### config.mk
export PLATFORM = sky130hd
export DESIGN_NAME = tws_master
export DESIGN_NICKNAME = d
export VERILOG_FILES = /design/src/core/tws_master.v /design/src/core/tws_scl_timer.v
export VERILOG_INCLUDE_DIRS = /design/src /design/src/core
export SDC_FILE = /design/constraint.sdc
export NUM_CORES = 1
export LEC_CHECK = 0
export BUFFER_PORTS_ARGS = -buffer_cell sky130_fd_sc_hd__buf_2
export CORE_UTILIZATION = 54
export CTS_CLUSTER_SIZE = 20
export DETAILED_ROUTE_END_ITERATION = 8
export PLACE_DENSITY = 0.76
export SLEW_MARGIN = 20
export SYNTH_ARGS = -nofsm -noshare
export SYNTH_HDL_FRONTEND = slang
export SYNTH_SLANG_ARGS = --single-unit
### constraint.sdc
create_clock -name pclk -period 11.7 [get_ports pclk]
set_clock_uncertainty 0.05 [all_clocks]
set_input_delay 2.34 -clock pclk [delete_from_list [all_inputs] [get_ports pclk]]
set_output_delay 2.34 -clock pclk [all_outputs]
set_load 0.1 [all_outputs]
### src/core/tws_map.vh
// Purpose: Register map, field positions and timing figures of the two-wire master.
// Assumes: APB byte addresses, one aligned 32-bit word per register.
// Notes: Definitions only.
`ifndef TWS_MAP_VH
`define TWS_MAP_VH

// ==========================================================================
// Register byte offsets
`define TWS_OFF_CTRL 8'h00
`define TWS_OFF_MODE 8'h04
`define TWS_OFF_INT_ADDR 8'h0C
`define TWS_OFF_CLK_WAVE 8'h10
`define TWS_OFF_STATUS 8'h20
`define TWS_OFF_IRQ_SET 8'h24
`define TWS_OFF_IRQ_CLR 8'h28
`define TWS_OFF_IRQ_MASK 8'h2C
`define TWS_OFF_RX_HOLD 8'h30
`define TWS_OFF_TX_HOLD 8'h34

// ==========================================================================
// Control register command bits
`define TWS_CTRL_START 0
`define TWS_CTRL_STOP 1
`define TWS_CTRL_MASTER_EN 2
`define TWS_CTRL_MASTER_DIS 3
`define TWS_CTRL_SOFT_RESET 7

// ==========================================================================
// Status, enable, disable and mask bit positions
`define TWS_BIT_XFER_DONE 0
`define TWS_BIT_RX_READY 1
`define TWS_BIT_TX_READY 2
`define TWS_BIT_OVERRUN 6
`define TWS_BIT_NACK 8
`define TWS_FLAG_BITS 9'h147

// ==========================================================================
// Mode, internal address and clock waveform fields
`define TWS_MODE_DEV_LSB 16
`define TWS_MODE_READ 12
`define TWS_MODE_ISIZE_LSB 8
`define TWS_WAVE_LOW_LSB 0
`define TWS_WAVE_HIGH_LSB 8
`define TWS_WAVE_EXP_LSB 16

// ==========================================================================
// Reset values and timing
`define TWS_RST_WORD 32'h0000_0000
`define TWS_SCL_PHASE_EXTRA 3

`endif

### src/core/tws_master.v
// Purpose: Two-wire bus master with status flags, interrupt mask and holding registers.
// Assumes: APB slave, zero wait states; open-drain SDA and SCL pins.
// Notes: No clock stretching; SDA changes one cycle after SCL falls.
//
// The APB register port and the register offsets are this design's own decisions.
`timescale 1ns/1ps
`default_nettype none
`include "tws_map.vh"

module tws_master
(
  // Clock and reset
  input wire pclk,
  input wire presetn,
  // APB slave
  input wire psel,
  input wire penable,
  input wire pwrite,
  input wire [7:0] paddr,
  input wire [31:0] pwdata,
  output wire [31:0] prdata,
  output wire pready,
  output wire pslverr,
  // Interrupt
  output wire irq,
  // Serial data pin
  input wire sda_in,
  output wire sda_o,
  output wire sda_oe,
  // Serial clock pin
  output wire scl_o,
  output wire scl_oe
);

  localparam ST_IDLE = 7'b000_0001;
  localparam ST_START = 7'b000_0010;
  localparam ST_BYTE = 7'b000_0100;
  localparam ST_STOP_LO = 7'b000_1000;
  localparam ST_STOP_HI = 7'b001_0000;
  localparam ST_RSTA_LO = 7'b010_0000;
  localparam ST_RSTA_HI = 7'b100_0000;

  localparam K_ADDR = 2'd0;
  localparam K_IADR = 2'd1;
  localparam K_WDATA = 2'd2;
  localparam K_RDATA = 2'd3;

  reg soft_rst_r;
  reg master_transfer_enable_r, start_req_r, stop_req_r;
  reg [6:0] dev_addr_r;
  reg rd_dir_r;
  reg [1:0] iadr_sz_r;
  reg [23:0] iadr_r;
  reg [7:0] low_div_r, high_div_r;
  reg [2:0] div_exp_r;
  reg xfer_done_r, rx_ready_r, tx_ready_r, overrun_r, nack_r;
  reg [8:0] mask_r;
  reg [7:0] rx_byte_r, tx_byte_r;
  reg tx_full_r;
  reg [6:0] state_r;
  reg [1:0] kind_r, iadr_left_r;
  reg [3:0] bit_r;
  reg [7:0] shift_r;
  reg restarted_r, nack_pend_r, sda_drv_r, sda_oe_r;
  reg sda_m_r, sda_s_r;
  reg [31:0] prdata_r;
  reg hit;

  wire rst_n;
  wire setup, wr, rd;
  wire wr_cr, wr_mmr, wr_iadr, wr_cwgr, wr_ier, wr_idr, wr_thr, rd_sr, rd_rhr;
  wire [8:0] flags;
  wire scl_low, rise, fall, restart;
  wire [7:0] rx_full_byte;
  wire [7:0] iadr_byte;
  wire [1:0] iadr_idx;

  // ==========================================================================
  // Internal reset: power-on or one-cycle software reset pulse
  assign rst_n = presetn & ~soft_rst_r;

  // ==========================================================================
  // Input synchroniser
  always @(posedge pclk or negedge presetn)
  begin
    if (!presetn)
    begin
      sda_m_r <= 1'b1;
      sda_s_r <= 1'b1;
    end
    else
    begin
      sda_m_r <= sda_in;
      sda_s_r <= sda_m_r;
    end
  end

  // ==========================================================================
  // APB decode
  assign setup = psel & ~penable;
  assign wr = psel & penable & pwrite;
  assign rd = psel & penable & ~pwrite;
  assign wr_cr = wr & (paddr == `TWS_OFF_CTRL);
  assign wr_mmr = wr & (paddr == `TWS_OFF_MODE);
  assign wr_iadr = wr & (paddr == `TWS_OFF_INT_ADDR);
  assign wr_cwgr = wr & (paddr == `TWS_OFF_CLK_WAVE);
  assign wr_ier = wr & (paddr == `TWS_OFF_IRQ_SET);
  assign wr_idr = wr & (paddr == `TWS_OFF_IRQ_CLR);
  assign wr_thr = wr & (paddr == `TWS_OFF_TX_HOLD);
  assign rd_sr = rd & (paddr == `TWS_OFF_STATUS);
  assign rd_rhr = rd & (paddr == `TWS_OFF_RX_HOLD);

  always @*
  begin
    case (paddr)
      `TWS_OFF_CTRL, `TWS_OFF_MODE, `TWS_OFF_INT_ADDR, `TWS_OFF_CLK_WAVE,
      `TWS_OFF_STATUS, `TWS_OFF_IRQ_SET, `TWS_OFF_IRQ_CLR, `TWS_OFF_IRQ_MASK,
      `TWS_OFF_RX_HOLD, `TWS_OFF_TX_HOLD: hit = 1'b1;
      default: hit = 1'b0;
    endcase
  end

  assign pready = 1'b1;
  assign pslverr = psel & penable & ~hit;
  assign prdata = prdata_r;

  assign flags = {nack_r, 1'b0, overrun_r, 3'h0, tx_ready_r, rx_ready_r, xfer_done_r};

  // ==========================================================================
  // Read data, captured in the setup phase
  always @(posedge pclk or negedge rst_n)
  begin
    if (!rst_n)
      prdata_r <= `TWS_RST_WORD;
    else if (setup && !pwrite)
    begin
      case (paddr)
        `TWS_OFF_MODE: prdata_r <= {9'h0, dev_addr_r, 3'h0, rd_dir_r, 2'h0, iadr_sz_r, 8'h00};
        `TWS_OFF_INT_ADDR: prdata_r <= {8'h00, iadr_r};
        `TWS_OFF_CLK_WAVE: prdata_r <= {13'h0, div_exp_r, high_div_r, low_div_r};
        `TWS_OFF_STATUS: prdata_r <= {23'h0, flags};
        `TWS_OFF_IRQ_MASK: prdata_r <= {23'h0, mask_r};
        `TWS_OFF_RX_HOLD: prdata_r <= {24'h0, rx_byte_r};
        `TWS_OFF_TX_HOLD: prdata_r <= {24'h0, tx_byte_r};
        default: prdata_r <= `TWS_RST_WORD;
      endcase
    end
  end

  // ==========================================================================
  // Software reset pulse and configuration registers
  always @(posedge pclk or negedge presetn)
  begin
    if (!presetn)
      soft_rst_r <= 1'b0;
    else
      soft_rst_r <= wr_cr & pwdata[`TWS_CTRL_SOFT_RESET];
  end

  always @(posedge pclk or negedge rst_n)
  begin
    if (!rst_n)
    begin
      dev_addr_r <= 7'h00;
      rd_dir_r <= 1'b0;
      iadr_sz_r <= 2'h0;
      iadr_r <= 24'h00_0000;
      low_div_r <= 8'h00;
      high_div_r <= 8'h00;
      div_exp_r <= 3'h0;
      mask_r <= 9'h000;
    end
    else
    begin
      if (wr_mmr)
      begin
        dev_addr_r <= pwdata[`TWS_MODE_DEV_LSB +: 7];
        rd_dir_r <= pwdata[`TWS_MODE_READ];
        iadr_sz_r <= pwdata[`TWS_MODE_ISIZE_LSB +: 2];
      end
      if (wr_iadr)
        iadr_r <= pwdata[23:0];
      if (wr_cwgr)
      begin
        low_div_r <= pwdata[`TWS_WAVE_LOW_LSB +: 8];
        high_div_r <= pwdata[`TWS_WAVE_HIGH_LSB +: 8];
        div_exp_r <= pwdata[`TWS_WAVE_EXP_LSB +: 3];
      end
      if (wr_ier)
        mask_r <= mask_r | (pwdata[8:0] & `TWS_FLAG_BITS);
      else if (wr_idr)
        mask_r <= mask_r & ~pwdata[8:0];
    end
  end

  assign irq = |(flags & mask_r);

  // ==========================================================================
  // Serial clock timer
  assign restart = state_r[6] & fall;

  tws_scl_timer #(
    .DIV_W(8),
    .EXP_W(3),
    .CNT_W(16)
  ) u_timer (
    .pclk(pclk),
    .rst_n(rst_n),
    .en(~state_r[0]),
    .restart(restart),
    .low_div(low_div_r),
    .high_div(high_div_r),
    .div_exp(div_exp_r),
    .scl_low(scl_low),
    .rise(rise),
    .fall(fall)
  );

  assign scl_o = 1'b0;
  assign scl_oe = scl_low & (state_r[2] | state_r[3] | state_r[5]);
  assign sda_o = 1'b0;
  assign sda_oe = sda_oe_r;

  assign rx_full_byte = {shift_r[6:0], sda_s_r};
  assign iadr_idx = iadr_left_r - 2'd1;
  assign iadr_byte = iadr_r[{iadr_idx, 3'b000} +: 8];

  // ==========================================================================
  // Frame engine and status flags
  always @(posedge pclk or negedge rst_n)
  begin
    if (!rst_n)
    begin
      master_transfer_enable_r <= 1'b0;
      start_req_r <= 1'b0;
      stop_req_r <= 1'b0;
      xfer_done_r <= 1'b0;
      rx_ready_r <= 1'b0;
      tx_ready_r <= 1'b0;
      overrun_r <= 1'b0;
      nack_r <= 1'b0;
      rx_byte_r <= 8'h00;
      tx_byte_r <= 8'h00;
      tx_full_r <= 1'b0;
      state_r <= ST_IDLE;
      kind_r <= K_ADDR;
      iadr_left_r <= 2'h0;
      bit_r <= 4'h0;
      shift_r <= 8'h00;
      restarted_r <= 1'b0;
      nack_pend_r <= 1'b0;
      sda_drv_r <= 1'b0;
      sda_oe_r <= 1'b0;
    end
    else
    begin
      // SDA moves one cycle after SCL so data never changes with SCL high
      sda_oe_r <= sda_drv_r;
      // Bus side clears and commands; engine sets below take priority
      if (wr_cr)
      begin
        if (pwdata[`TWS_CTRL_START])
          start_req_r <= 1'b1;
        if (pwdata[`TWS_CTRL_STOP])
          stop_req_r <= 1'b1;
        if (pwdata[`TWS_CTRL_MASTER_DIS])
          master_transfer_enable_r <= 1'b0;
        else if (pwdata[`TWS_CTRL_MASTER_EN])
        begin
          master_transfer_enable_r <= 1'b1;
          xfer_done_r <= 1'b1;
          tx_ready_r <= 1'b1;
        end
      end
      if (rd_rhr)
        rx_ready_r <= 1'b0;
      if (rd_sr && prdata_r[`TWS_BIT_XFER_DONE])
        overrun_r <= 1'b0;
      if (rd_sr && prdata_r[`TWS_BIT_NACK])
        nack_r <= 1'b0;
      // byte to send in low bits
      if (wr_thr)
      begin
        tx_byte_r <= pwdata[7:0];
        tx_full_r <= 1'b1;
        tx_ready_r <= 1'b0;
      end

      case (state_r)
        ST_IDLE:
        begin
          if (master_transfer_enable_r && (start_req_r || (!rd_dir_r && tx_full_r)))
          begin
            state_r <= ST_START;
            start_req_r <= 1'b0;
            xfer_done_r <= 1'b0;
            sda_drv_r <= 1'b1;
            restarted_r <= 1'b0;
            nack_pend_r <= 1'b0;
            iadr_left_r <= iadr_sz_r;
            kind_r <= K_ADDR;
            shift_r <= {dev_addr_r, rd_dir_r & (iadr_sz_r == 2'h0)};
          end
        end
        ST_START:
        begin
          if (fall)
          begin
            state_r <= ST_BYTE;
            bit_r <= 4'h0;
            sda_drv_r <= ~shift_r[7];
          end
        end
        ST_BYTE:
        begin
          if (fall && bit_r < 4'd7)
          begin
            shift_r <= rx_full_byte;
            bit_r <= bit_r + 4'd1;
            sda_drv_r <= (kind_r != K_RDATA) & ~shift_r[6];
          end
          else if (fall && bit_r == 4'd7)
          begin
            bit_r <= 4'd8;
            shift_r <= rx_full_byte;
            sda_drv_r <= (kind_r == K_RDATA) & ~stop_req_r;
            if (kind_r == K_RDATA)
            begin
              rx_byte_r <= rx_full_byte;
              rx_ready_r <= 1'b1;
              if (rx_ready_r && !rd_rhr)
                overrun_r <= 1'b1;
            end
          end
          else if (fall)
          begin
            bit_r <= 4'h0;
            if (kind_r == K_RDATA)
            begin
              if (stop_req_r)
              begin
                state_r <= ST_STOP_LO;
                stop_req_r <= 1'b0;
                sda_drv_r <= 1'b1;
              end
              else
                sda_drv_r <= 1'b0;
            end
            else if (sda_s_r)
            begin
              nack_pend_r <= 1'b1;
              state_r <= ST_STOP_LO;
              stop_req_r <= 1'b0;
              sda_drv_r <= 1'b1;
            end
            else if (kind_r != K_WDATA && iadr_left_r != 2'h0)
            begin
              kind_r <= K_IADR;
              iadr_left_r <= iadr_idx;
              shift_r <= iadr_byte;
              sda_drv_r <= ~iadr_byte[7];
            end
            else if (kind_r == K_IADR && rd_dir_r && !restarted_r)
            begin
              state_r <= ST_RSTA_LO;
              restarted_r <= 1'b1;
              kind_r <= K_ADDR;
              shift_r <= {dev_addr_r, 1'b1};
              sda_drv_r <= 1'b0;
            end
            else if (rd_dir_r)
            begin
              kind_r <= K_RDATA;
              sda_drv_r <= 1'b0;
            end
            else if (tx_full_r)
            begin
              kind_r <= K_WDATA;
              shift_r <= tx_byte_r;
              sda_drv_r <= ~tx_byte_r[7];
              // set as byte moves to shifter
              if (!wr_thr)
              begin
                tx_full_r <= 1'b0;
                tx_ready_r <= 1'b1;
              end
            end
            else
            begin
              state_r <= ST_STOP_LO;
              stop_req_r <= 1'b0;
              sda_drv_r <= 1'b1;
            end
          end
        end
        ST_STOP_LO:
        begin
          if (rise)
            state_r <= ST_STOP_HI;
        end
        ST_STOP_HI:
        begin
          if (fall)
          begin
            state_r <= ST_IDLE;
            sda_drv_r <= 1'b0;
            xfer_done_r <= 1'b1;
            if (nack_pend_r)
            begin
              nack_r <= 1'b1;
              tx_ready_r <= 1'b1;
            end
          end
        end
        ST_RSTA_LO:
        begin
          if (rise)
            state_r <= ST_RSTA_HI;
        end
        ST_RSTA_HI:
        begin
          if (fall)
          begin
            state_r <= ST_START;
            sda_drv_r <= 1'b1;
          end
        end
        default:
        begin
          state_r <= ST_IDLE;
          sda_drv_r <= 1'b0;
        end
      endcase
    end
  end

endmodule
`default_nettype wire

### src/core/tws_scl_timer.v
// Purpose: Times the serial clock high and low phases.
// Assumes: Runs on pclk; enable low parks the timer in the high phase.
// Notes: High phase comes first after enable or restart.
`timescale 1ns/1ps
`default_nettype none
`include "tws_map.vh"

module tws_scl_timer
#(
  parameter DIV_W = 8,
  parameter EXP_W = 3,
  parameter CNT_W = 16
)
(
  // Clock and reset
  input wire pclk,
  input wire rst_n,
  // Control
  input wire en,
  input wire restart,
  input wire [DIV_W-1:0] low_div,
  input wire [DIV_W-1:0] high_div,
  input wire [EXP_W-1:0] div_exp,
  // Phase outputs
  output wire scl_low,
  output wire rise,
  output wire fall
);

  localparam [CNT_W-1:0] EXTRA = `TWS_SCL_PHASE_EXTRA;
  localparam [CNT_W-1:0] ONE = 1;

  reg [CNT_W-1:0] cnt_r;
  reg low_r;
  wire [CNT_W-1:0] low_len;
  wire [CNT_W-1:0] high_len;
  wire [CNT_W-1:0] last;
  wire term;

  // ==========================================================================
  // Phase length
  // exponent scales both
  assign low_len = ({{(CNT_W-DIV_W){1'b0}}, low_div} << div_exp) + EXTRA;
  assign high_len = ({{(CNT_W-DIV_W){1'b0}}, high_div} << div_exp) + EXTRA;
  assign last = (low_r ? low_len : high_len) - ONE;
  assign term = (cnt_r == last);

  // ==========================================================================
  // Counter
  always @(posedge pclk or negedge rst_n)
  begin
    if (!rst_n)
    begin
      cnt_r <= {CNT_W{1'b0}};
      low_r <= 1'b0;
    end
    else if (!en || restart)
    begin
      cnt_r <= {CNT_W{1'b0}};
      low_r <= 1'b0;
    end
    else if (term)
    begin
      cnt_r <= {CNT_W{1'b0}};
      low_r <= ~low_r;
    end
    else
    begin
      cnt_r <= cnt_r + ONE;
    end
  end

  assign scl_low = en & low_r;
  assign rise = en & term & low_r;
  assign fall = en & term & ~low_r;

endmodule
`default_nettype wire

==> flow_summary_export.csv, run 1 <==
group,metric,value,unit
routing,post_drt_wl_per_cell,20.55,um
cells_and_area,flip_flop_and_latch_area,3958,um2
flow_run,drv_cap,0,
worst_setup_path,critical-path-top-delay-family,"simple AND/OR/NAND/NOR gates",
placement,placed_cell_area,9688,um2
routing,ant_nets,0,
grt,grt_pass1_wl,38870,um
pwr,peakVddDrop,0.0001180,V
clocking,cts.sink_count,158,
worst_setup_path,crit_chain,"buf_2 > or4_1 > nor2_1 > nor4_1 > buf_2",
synthesis,synth_most_common_cell,"dfrtp_1",
sta,setup_total_negative_slack,0,ns
floorplan,placementRows,47,
grt,grt_overflow_total,0,
clocking,clk_pin_slew,0.06,ns
routing,drc,0,
sta,max_freq,151.1,MHz
placement,numPortBuffers,65,
synthesis,synth_area_leader_cell,"dfrtp_1",
clocking,cts_made_buffers,17,
grt,grt_start_max_net_pins,156,
worst_setup_path,worst-endpoint-required,9.31,ns
placement,detailedPlacementHpwl,16650,um
pwr,leakage,4.515,nW
placement,finalWeightedCongestion,0.9126,
grt,grt_pass1_vias,7073,
grt,grt_total_usage,28.48,%
sta,fin_crit,6.619,ns
floorplan,start_util,55.47,%
synthesis,synth.top_cells.by_count,"155 x dfrtp_1, 92 x mux2_2, 83 x nor2_1",
floorplan,core_region_area,16640,um2
clocking,clk_root_buffer_cell,"clkbuf_16",
grt,grt_antenna_before_repair,0,
synthesis,asyncSetResetFlopFracSynth,100.0,%
worst_setup_path,cp_common_cell,"buf_2",
routing,drt-initial-drc-count,732,
cells_and_area,diodes,0,
sta,fin_crit_sh,56.57,%
synthesis,postSynth.topFlopCell,"dfrtp_1",
clocking,postCtsResizedCells,0,
worst_hold_path,hold-path-cell-count,0,
synthesis,cells_taking_the_most_area_after_synthesis,"dfrtp_1 42%, mux2_2 11%, nor2_1 3.4%, a21oi_1 2.4%, nand2_1 2.4%",
synthesis,synthDistinctLibCells,84,
sta,hold_violations,0,
clocking,cts_tree,"done",
cells_and_area,final_util,61.99,%
sta,report.final.slew_viol_count,0,
synthesis,syn_area,9231,um2
floorplan,io-pin-count,85,
cells_and_area,post_route_cells_drive_above_1_share,24.53,%
synthesis,syn_avg_cell_area,10.28,um2
synthesis,synth-warning-count,0,
clocking,clock_path_buffers,2,
worst_setup_path,worst-path-max-fanout,9,
pwr,p_per_area,157.5,nW/um2
worst_setup_path,r2r.worst_path.cells,13,
synthesis,synthCells,898,
worst_hold_path,hp-class,"flop to flop",
sta,finalSetupViolCount,0,
cells_and_area,layout.cell_area.non_filler,10320,um2
worst_setup_path,worst-path-stages,5,
routing,wl,24130,um
sta,rsz0062_at_grt,"false",
worst_setup_path,cp.arrival,4.23,ns
worst_setup_path,slowest_delay,0.65,ns
synthesis,synth_enable_flop_cells,0,
worst_setup_path,critPathKind,"primary input to output port",
worst_setup_path,setup.worst_path.end_class,"output port",
clocking,clock_tree.htree_level_count,4,
cells_and_area,areaGrowthSynthToFinish,11.75,%
synthesis,post_synthesis_sequential_area_ratio,42.87,%
routing,route.vias.total,7617,
run_status,outcome,"finished, final reports clean",
sta,max_slew_margin,21.13,%
routing,viasPerCell,6.488,
clocking,post-cts-setup-buffer-count,0,
cells_and_area,multiInputGateArea,4979,um2
synthesis,synth-seq-cells,158,
cells_and_area,nFillCells,1345,
clocking,cts.hold.buffers_added,0,
worst_setup_path,critical_path.n_buffers_inverters,2,
worst_setup_path,cp_max_stage_cell,"or4_1",
floorplan,die_y,132.8,um
worst_setup_path,startpoint_type,"primary input",
cells_and_area,design.final.nets,993,
floorplan,floorplan.die_area,17620,um2
sta,tightestPinTransition,1.179,ns
clocking,clock_latency,0.43,ns
synthesis,post_synth_top_area_share,42.02,%
floorplan,die_width,132.8,um
routing,drt_first_pass_iters,7,
-- registers in the layout, indices dropped and copies added (netlist names), 3 cells and up, named ones only --
name	count
div_exp_r	3
shift_r	8
mask_r	4
state_r	7
iadr_r	24
rx_byte_r	8
tx_byte_r	8
dev_addr_r	7
low_div_r	8
prdata	24
bit_r	3
u_timer.cnt_r	16
high_div_r	8
-- cell families (layout without fill, tap and decap cells) --
kind of cell | after synthesis | in the layout | share of synthesized area (%)
fa+ha+maj | 5 | 5 | 0.6777
flops | 158 | 158 | 42.87
xor+xnor | 34 | 34 | 3.375
other cells | 2 | 11 | 0.08135
buf+inv | 78 | 125 | 3.876
simple gates | 284 | 284 | 15.72
mux | 127 | 127 | 16.59
compound gates | 210 | 210 | 16.81
-- metrics by stage --
| stage | cells | setup WS, ns | power [W] | hold slack (ns) |
|---|---|---|---|---|
| floorplan | 907 | 3.110 | 0.0009537 | 0.2952 |
| global placement | 1143 | 5.123 | 0.001029 | 0.2962 |
| detailed placement | 1143 | 5.139 | 0.001033 | 0.2976 |
| CTS | 1174 | 5.125 | 0.001626 | 0.3061 |
| global route | 1174 | 4.995 | 0.001680 | 0.3071 |
| finish | 1174 | 5.081 | 0.001625 | 0.3045 |
-- final timing paths --
| check | end | slack [ns] | from |
|---|---|---|---|
| max in group asynchronous | iadr_r[10]$_DFFE_PN0P_ | 8.78 | presetn |
| setup reg to reg | shift_r[3]$_DFFE_PN0P_ | 5.92 | u_timer.low_r$_DFFE_PN0P_ |
| hold reg to reg | sda_s_r$_DFF_PN1_ | 0.30 | sda_m_r$_DFF_PN1_ |
| min in group asynchronous | prdata[1]$_DFFE_PN0P_ | 0.53 | soft_rst_r$_DFF_PN0_ |
| hold / removal | sda_s_r$_DFF_PN1_ | 0.30 | sda_m_r$_DFF_PN1_ |
| setup / recovery | pslverr | 5.08 | paddr[2] |
-- layer usage --
layer  wire length [um]  global-route usage (%)  vias up
met1              10640                   41.15     3768
met2              11130                   43.51      357
met4                327                   7.344        0
met3               2036                   6.130       36
li1                   -                       -     3456
met5                  0                       0        -
-- final cells by class --
class / count / share of cell area, %
Clock buffer: 18 / 4.257
Clock inverter: 13 / 1.831
Inverter: 21 / 0.7641
Multi-Input combinational cell: 671 / 48.26
Sequential cell: 158 / 38.36
Tap cell: 220 / 2.668
Timing Repair Buffer: 73 / 3.857
-- power by group --
group | total (W) | internal [W] | switching, W
clock network | 0.000595 | 0.000363 | 0.000231
registers | 0.000621 | 0.000581 | 0.0000400
logic | 0.000409 | 0.000110 | 0.000298
total | 0.00162 | 0.00105 | 0.000570
-- placed cells by master, fill, tap and decap left out, types with 12 or more instances in the layout --
| cell type | synthesis | routed |
|---|---|---|
| xnor2_1 | 18 | 18 |
| nand3_1 | 37 | 37 |
| mux2_2 | 92 | 92 |
| and3_1 | 13 | 13 |
| a221oi_1 | 12 | 12 |
| inv_1 | 20 | 20 |
| clkbuf_16 | 0 | 17 |
| buf_2 | 1 | 65 |
| mux2i_1 | 18 | 18 |
| a21oi_1 | 45 | 45 |
| dfrtp_1 | 155 | 155 |
| a22o_1 | 12 | 12 |
| o21ai_0 | 19 | 19 |
| a31oi_1 | 15 | 15 |
| nor3_1 | 15 | 13 |
| nor2_1 | 83 | 83 |
| a22oi_1 | 19 | 19 |
| nand2_1 | 59 | 59 |
| xor2_1 | 15 | 15 |
| or3_1 | 13 | 13 |
(Power assumes the default switching activity.)
==> run 2, diff against run 1 <==
Settings changed: ABC_AREA set to 1, CORE_UTILIZATION 54 to 60, PLACE_DENSITY 0.76 to 0.8.
Clock period 11.7 ns to 6.35 ns, I/O delays scaled along.
==> run 2 against run 1 <==
  * Register-to-register slack worse by 4.4 ns
  * Synthesized area up 4.4%
  * Hold slack better by 0.0026 ns
  * Critical path type is now flop to flop
==> flow_summary_export.csv, run 2 <==
group,metric,value,unit
placement,detailedPlacementHpwl,19790,um
worst_setup_path,startpoint_type,"flop",
synthesis,post_synthesis_sequential_area_ratio,41.05,%
pwr,pwr-share-clk,32.4,%
cells_and_area,diodes,0,
placement,numPortBuffers,65,
synthesis,synthCells,1367,
pwr,internal_power,0.001922,W
worst_setup_path,cp_max_stage_cell,"dfrtp_1",
cells_and_area,nFillCells,1384,
routing,drc,0,
synthesis,cells_taking_the_most_area_after_synthesis,"dfrtp_1 40%, nand2_1 16%, o21ai_0 6.9%, inv_1 6.0%, nand3_1 5.9%",
routing,drt-initial-drc-count,967,
synthesis,largest_family_of_logic_cells_by_synthesized_area,"simple AND/OR/NAND/NOR gates",
synthesis,compound_gate_portion_of_the_synthesized_area,13.47,%
synthesis,synthXorXnorAreaFrac,1.168,%
worst_setup_path,worst-path-max-fanout,16,
synthesis,syn_area,9640,um2
clocking,clk_root_buffer_cell,"clkbuf_16",
worst_setup_path,cp_common_cell,"nand2_1",
routing,highest_layer,"met4",
sta,setup_ws,1.511,ns
clocking,post-cts-setup-buffer-count,0,
worst_setup_path,slowest_delay,0.70,ns
synthesis,yosys-mux-area-fraction,0.2206,%
synthesis,synth-seq-cells,158,
routing,wl,26940,um
sta,rsz0062_at_grt,"false",
worst_setup_path,crit_path_end,"state_r[1]$_DFFE_PN0P_",
worst_setup_path,reg2reg_setup_slack,1.51,ns
grt,grt_overflow_total,0,
floorplan,placementRows,45,
clocking,cts.sink_count,158,
clocking,clock_tree.htree_level_count,4,
cells_and_area,layout_commonest_cell,"nand2_1",
sta,max_freq,206.7,MHz
worst_setup_path,r2r.worst_path.cells,28,
pwr,peakVddDrop,0.0002407,V
synthesis,synthDistinctLibCells,56,
grt,grt_pass1_wl,44330,um
worst_setup_path,worst-endpoint-required,6.60,ns
sta,fin_crit_sh,76.20,%
sta,finalSetupViolCount,0,
sta,tightestPinTransition,0.8613,ns
worst_setup_path,cp.arrival,5.09,ns
grt,grt_total_usage,34.92,%
routing,met1_routed_length,11660,um
placement,place_worst_setup_slack,1.582,ns
pwr,switching_power,0.001273,W
floorplan,floorplan.die_area,16580,um2
pwr,p_per_area,299.0,nW/um2
grt,grt_antenna_before_repair,1,
clocking,clock_latency,0.43,ns
synthesis,postSynth.topFlopCell,"dfrtp_1",
synthesis,syn_avg_cell_area,7.052,um2
sta,fin_crit,4.839,ns
worst_hold_path,hp-class,"flop to flop",
synthesis,synth_area_leader_cell,"dfrtp_1",
clocking,cts_made_buffers,17,
placement,placed_cell_area,10090,um2
synthesis,synth-warning-count,0,
clocking,cts.hold.buffers_added,0,
cells_and_area,post_route_cells_drive_above_1_share,12.79,%
floorplan,die_y,128.8,um
cells_and_area,most-common-layout-cells,"412 x nand2_1, 155 x dfrtp_1, 153 x inv_1",
sta,report.final.slew_viol_count,0,
clocking,clock_path_buffers,2,
grt,grt_start_max_net_pins,129,
pwr,pwr-share-seq,36.0,%
synthesis,synth.top_cells.by_count,"413 x nand2_1, 155 x dfrtp_1, 153 x inv_1",
worst_setup_path,critPathKind,"flop to flop",
worst_setup_path,r2r_start,"u_timer.low_r$_DFFE_PN0P_",
clocking,clk_pin_slew,0.07,ns
routing,ant_nets,0,
pwr,switching_share,39.85,%
sta,setup_total_negative_slack,0,ns
cells_and_area,final_util,69.25,%
flow_run,drv_cap,0,
worst_setup_path,r2r-end,"state_r[1]$_DFFE_PN0P_",
pwr,comb_power_share,31.5,%
synthesis,synth_simple_gate_area_share,34.26,%
sta,finalHoldWorstSlack,0.3071,ns
placement,finalWeightedCongestion,0.9496,
synthesis,post_synth_top_area_share,40.23,%
routing,dr_wl_met2,12470,um
clocking,postCtsResizedCells,0,
worst_setup_path,worstSetupStartpoint,"u_timer.low_r$_DFFE_PN0P_",
run_status,outcome,"finished, final reports clean",
floorplan,core_region_area,15430,um2
floorplan,io-pin-count,85,
routing,post_drt_wl_per_cell,16.41,um
floorplan,start_util,62.49,%
worst_setup_path,setup.worst_path.end_class,"flop",
cells_and_area,design.final.nets,1469,
sta,hold_violations,0,
cells_and_area,layout.cell_area.non_filler,10680,um2
floorplan,die_width,128.8,um
synthesis,asyncSetResetFlopFracSynth,100.0,%
routing,drt_first_pass_iters,6,
sta,max_slew_margin,42.22,%
routing,met3WireLength,2228,um
cells_and_area,areaGrowthSynthToFinish,10.82,%
clocking,cts_tree,"done",
synthesis,synth_most_common_cell,"nand2_1",
routing,route.vias.total,9376,
grt,grt_pass1_vias,8973,
synthesis,post_synth_fa_ha_maj_area_fraction,0.6489,%
routing,viasPerCell,5.710,
pwr,leakage,5.259,nW
synthesis,synth_enable_flop_cells,0,
worst_hold_path,hold-path-cell-count,0,
==> run 2: cell types whose count changed in the layout (fill, tap and decap cells not counted), sizes merged, moves of 15 or more <==
cell / previous run / this run
a22oi: 20 / 1
nand4: 8 / 23
inv: 23 / 167
o21ai: 21 / 146
nand2: 59 / 433
nand3: 38 / 124
mux2i: 20 / 1
xnor2: 18 / 3
mux2: 99 / 1
nor2: 83 / 123
==> run 2: per-stage QoR <==
step,power [W],std cells
finish,0.003195,1642
global route,0.003362,1642
CTS,0.003180,1642
detailed placement,0.002150,1610
global placement,0.002132,1610
floorplan,0.001929,1376
==> run 2: layout make-up <==
| class | instances | area [um2] | share of cell area, % |
|---|---|---|---|
| inverter | 163 | 615.6 | 5.762 |
| clock inverter | 14 | 147.6 | 1.382 |
| timing repair buffer | 73 | 397.9 | 3.724 |
| tap | 211 | 264.0 | 2.471 |
| clock buffer | 18 | 439.2 | 4.111 |
| sequential | 158 | 3958 | 37.04 |
| multi-input combinational | 1005 | 4862 | 45.51 |
==> run 2: worst min path at each step <==
stage	to	startpoint	slack (ns)
6_report	sda_s_r$_DFF_PN1_	sda_m_r$_DFF_PN1_	0.31
3_3_place_gp	sda_s_r$_DFF_PN1_	sda_m_r$_DFF_PN1_	0.30
2_1_floorplan	sda_s_r$_DFF_PN1_	sda_m_r$_DFF_PN1_	0.30
4_1_cts	sda_s_r$_DFF_PN1_	sda_m_r$_DFF_PN1_	0.31
3_5_place_dp	sda_s_r$_DFF_PN1_	sda_m_r$_DFF_PN1_	0.30
5_1_grt	sda_s_r$_DFF_PN1_	sda_m_r$_DFF_PN1_	0.31
==> run 2: logic make-up after synthesis <==
kind of cell	Yosys count
fa+ha+maj	5
other cells	2
xor+xnor	12
buf+inv	213
mux	2
simple gates	742
flops	158
compound gates	233
==> run 2: routing by layer <==
layer  track usage [%]  vias up
met2             54.75      392
met3             8.274       54
li1                  -     4522
met1             47.40     4408
met4             12.73        0
met5                 0        -
==> run 2: power groups by stage <==
stage	clock network [W]	registers [W]	logic, W
after detailed placement	0	0.00117	0.000984
after floorplan	0	0.00116	0.000771
after CTS	0.00104	0.00115	0.000995
final	0.00104	0.00115	0.00101
after global routing	0.00108	0.00116	0.00112
after global placement	0	0.00116	0.000970
==> run 2: worst max-delay path: cells and delay by family (launching register included) <==
kind | cells | cell delay [ns]
compound gates | 1 | 0.09
flops | 1 | 0.70
fa+ha+maj | 1 | 0.21
buf+inv | 5 | 0.57
simple gates | 21 | 3.06
==> run 3, diff against run 2 <==
Settings changed: ABC_AREA 1 to 0.
Clock period 6.35 ns to 4.9 ns, I/O delays scaled along.
==> run 3 against run 2 <==
  * Critical path depth shrank 14
  * Non-clock buffer count grew 20
  * Clock-buffer cell count is 1 higher
  * Power increased by 20%
  * Via count down 16%
  * Sequential share of layout area is 0.92 points higher
  * Design area shrank 2.4%
  * Largest power group unchanged
  * Highest routed layer unchanged
==> flow_summary_export.csv, run 3 (synthesized netlist as in run 1, its figures left out) <==
group,metric,value,unit
routing,route.vias.total,7839,
run_status,outcome,"finished, final reports clean",
cells_and_area,stdcell_count,1160,
worst_setup_path,cp.arrival,5.01,ns
pwr,leakage,4.602,nW
worst_setup_path,startpoint_type,"flop",
routing,post_drt_wl_per_cell,21.48,um
clocking,clk_root_buffer_cell,"clkbuf_16",
routing,viasPerCell,6.758,
worst_setup_path,r2r.worst_path.cells,14,
clocking,cts_made_buffers,17,
placement,placed_cell_area,9764,um2
cells_and_area,post_route_cells_drive_above_1_share,26.46,%
routing,ant_nets,0,
grt,grt_overflow_total,0,
routing,drt_first_pass_iters,8,
floorplan,die_width,126.0,um
pwr,comb_power_share,26.3,%
cells_and_area,layout_commonest_cell,"dfrtp_1",
sta,fin_crit,4.727,ns
floorplan,core_region_area,14750,um2
grt,grt_pass1_vias,7199,
placement,dp.cells,1123,
cells_and_area,design.final.nets,1013,
clocking,clock_latency,0.44,ns
routing,drt-initial-drc-count,1085,
floorplan,floorplan.die_area,15890,um2
pwr,pwr-share-clk,35.3,%
sta,report.final.slew_viol_count,0,
clocking,clk_pin_slew,0.07,ns
cells_and_area,nFillCells,1045,
worst_setup_path,critPathKind,"flop to flop",
pwr,internal_power,0.002442,W
pwr,switching_share,36.34,%
clocking,cts.hold.buffers_added,0,
worst_setup_path,r2r_start,"div_exp_r[0]$_DFFE_PN0P_",
sta,fin_crit_sh,96.46,%
flow_run,drv_cap,0,
routing,drc,0,
worst_setup_path,setup.worst_path.end_class,"flop",
clocking,clock_tree.htree_level_count,4,
floorplan,placementRows,44,
worst_hold_path,hp-class,"primary input to async pin",
clocking,cts.sink_count,158,
worst_setup_path,worst-endpoint-required,5.18,ns
cells_and_area,layout.cell_area.non_filler,10430,um2
clocking,cts_tree,"done",
cells_and_area,areaGrowthSynthToFinish,12.93,%
placement,detailedPlacementHpwl,17390,um
pwr,peakVddDrop,0.0002962,V
placement,finalWeightedCongestion,0.8884,
clocking,clock_path_buffers,2,
sta,max_freq,211.6,MHz
pwr,p_per_area,368.1,nW/um2
floorplan,start_util,62.57,%
pwr,pwr-share-seq,38.4,%
grt,grt_pass1_wl,39190,um
routing,wl,24920,um
pwr,switching_power,0.001395,W
grt,grt_antenna_before_repair,1,
sta,max_slew_margin,31.39,%
worst_setup_path,reg2reg_setup_slack,0.17,ns
sta,tightestPinTransition,1.027,ns
floorplan,die_y,126.0,um
worst_setup_path,worst-path-max-fanout,8,
sta,setup_total_negative_slack,0,ns
worst_setup_path,worstSetupStartpoint,"div_exp_r[0]$_DFFE_PN0P_",
worst_setup_path,r2r-end,"shift_r[5]$_DFFE_PN0P_",
sta,hold_violations,0,
grt,grt_start_max_net_pins,156,
grt,grt_total_usage,32.09,%
floorplan,io-pin-count,85,
placement,numPortBuffers,65,
cells_and_area,most-common-layout-cells,"155 x dfrtp_1, 92 x mux2_2, 83 x nor2_1",
sta,finalSetupViolCount,0,
==> run 3: what timing repair did <==
action / in CTS / in global routing
setup buffers: 0 / 4
gates resized for setup: 0 / 3
setup endpoints to repair: 0 / 29
==> run 3: layout make-up <==
class                   instances  area, um2  share of cell area [%]
repair buffers                 93      560.5                   5.377
inverters                      21      78.83                  0.7561
multi-input cells             671       4997                   47.94
clock inverters                13      155.1                   1.488
diodes                          1      2.502                 0.02400
well taps                     184      230.2                   2.208
clock buffers                  19      442.9                   4.249
flip-flops and latches        158       3958                   37.96
==> run 3: worst max-delay path, stage by stage (launching register included) <==
cell and delay, ns:
dfrtp_1 0.47, mux4_2 0.44, nand2_1 0.11, ha_1 0.20
or2_2 0.32, or4_1 0.51, o21ai_2 0.23, o2111ai_2 0.21
or4_1 0.54, o211a_1 0.20, or3_1 0.36, nor3_4 0.24
buf_12 0.16, mux2_2 0.34, o221a_2 0.24
==> run 3: power groups by stage <==
stage	logic [W]	clock network, W	registers, W
3_3_place_gp	0.000975	0	0.00149
4_1_cts	0.000994	0.00136	0.00147
5_1_grt	0.00107	0.00141	0.00148
3_5_place_dp	0.000990	0	0.00149
6_report	0.00101	0.00135	0.00147
2_1_floorplan	0.000574	0	0.00170
==> run 3: routing by layer <==
metal | routed length (um) | global-route usage [%] | vias to the layer above
met2 | 11460 | 49.50 | 447
met1 | 10500 | 45.74 | 3840
li1 | - | - | 3498
met5 | 0 | 0 | -
met3 | 2391 | 6.330 | 54
met4 | 568 | 10.13 | 0
==> run 3: worst max path at each step <==
stage | cells past startpoint | to | slack (ns)
3_5_place_dp | 13 | shift_r[1]$_DFFE_PN0P_ | 0.09
3_3_place_gp | 13 | shift_r[2]$_DFFE_PN0P_ | 0.15
6_report | 14 | shift_r[5]$_DFFE_PN0P_ | 0.17
2_1_floorplan | 6 | pslverr | 0.18
5_1_grt | 14 | flop | -0.03
4_1_cts | 13 | shift_r[5]$_DFFE_PN0P_ | 0.02
==> run 3: through the flow <==
stage / hold WS, ns / worst slack [ns] / utilization [%] / total power, W
CTS: 0.2879 / 0.01839 / 70.23 / 0.003821
floorplan: 0.2952 / 0.1776 / - / 0.002278
finish: 0.2889 / 0.1733 / 70.66 / 0.003837
global route: 0.2818 / -0.03077 / 70.64 / 0.003965
detailed placement: 0.3007 / 0.08673 / 66.18 / 0.002484
global placement: 0.2977 / 0.1484 / 66.18 / 0.002466
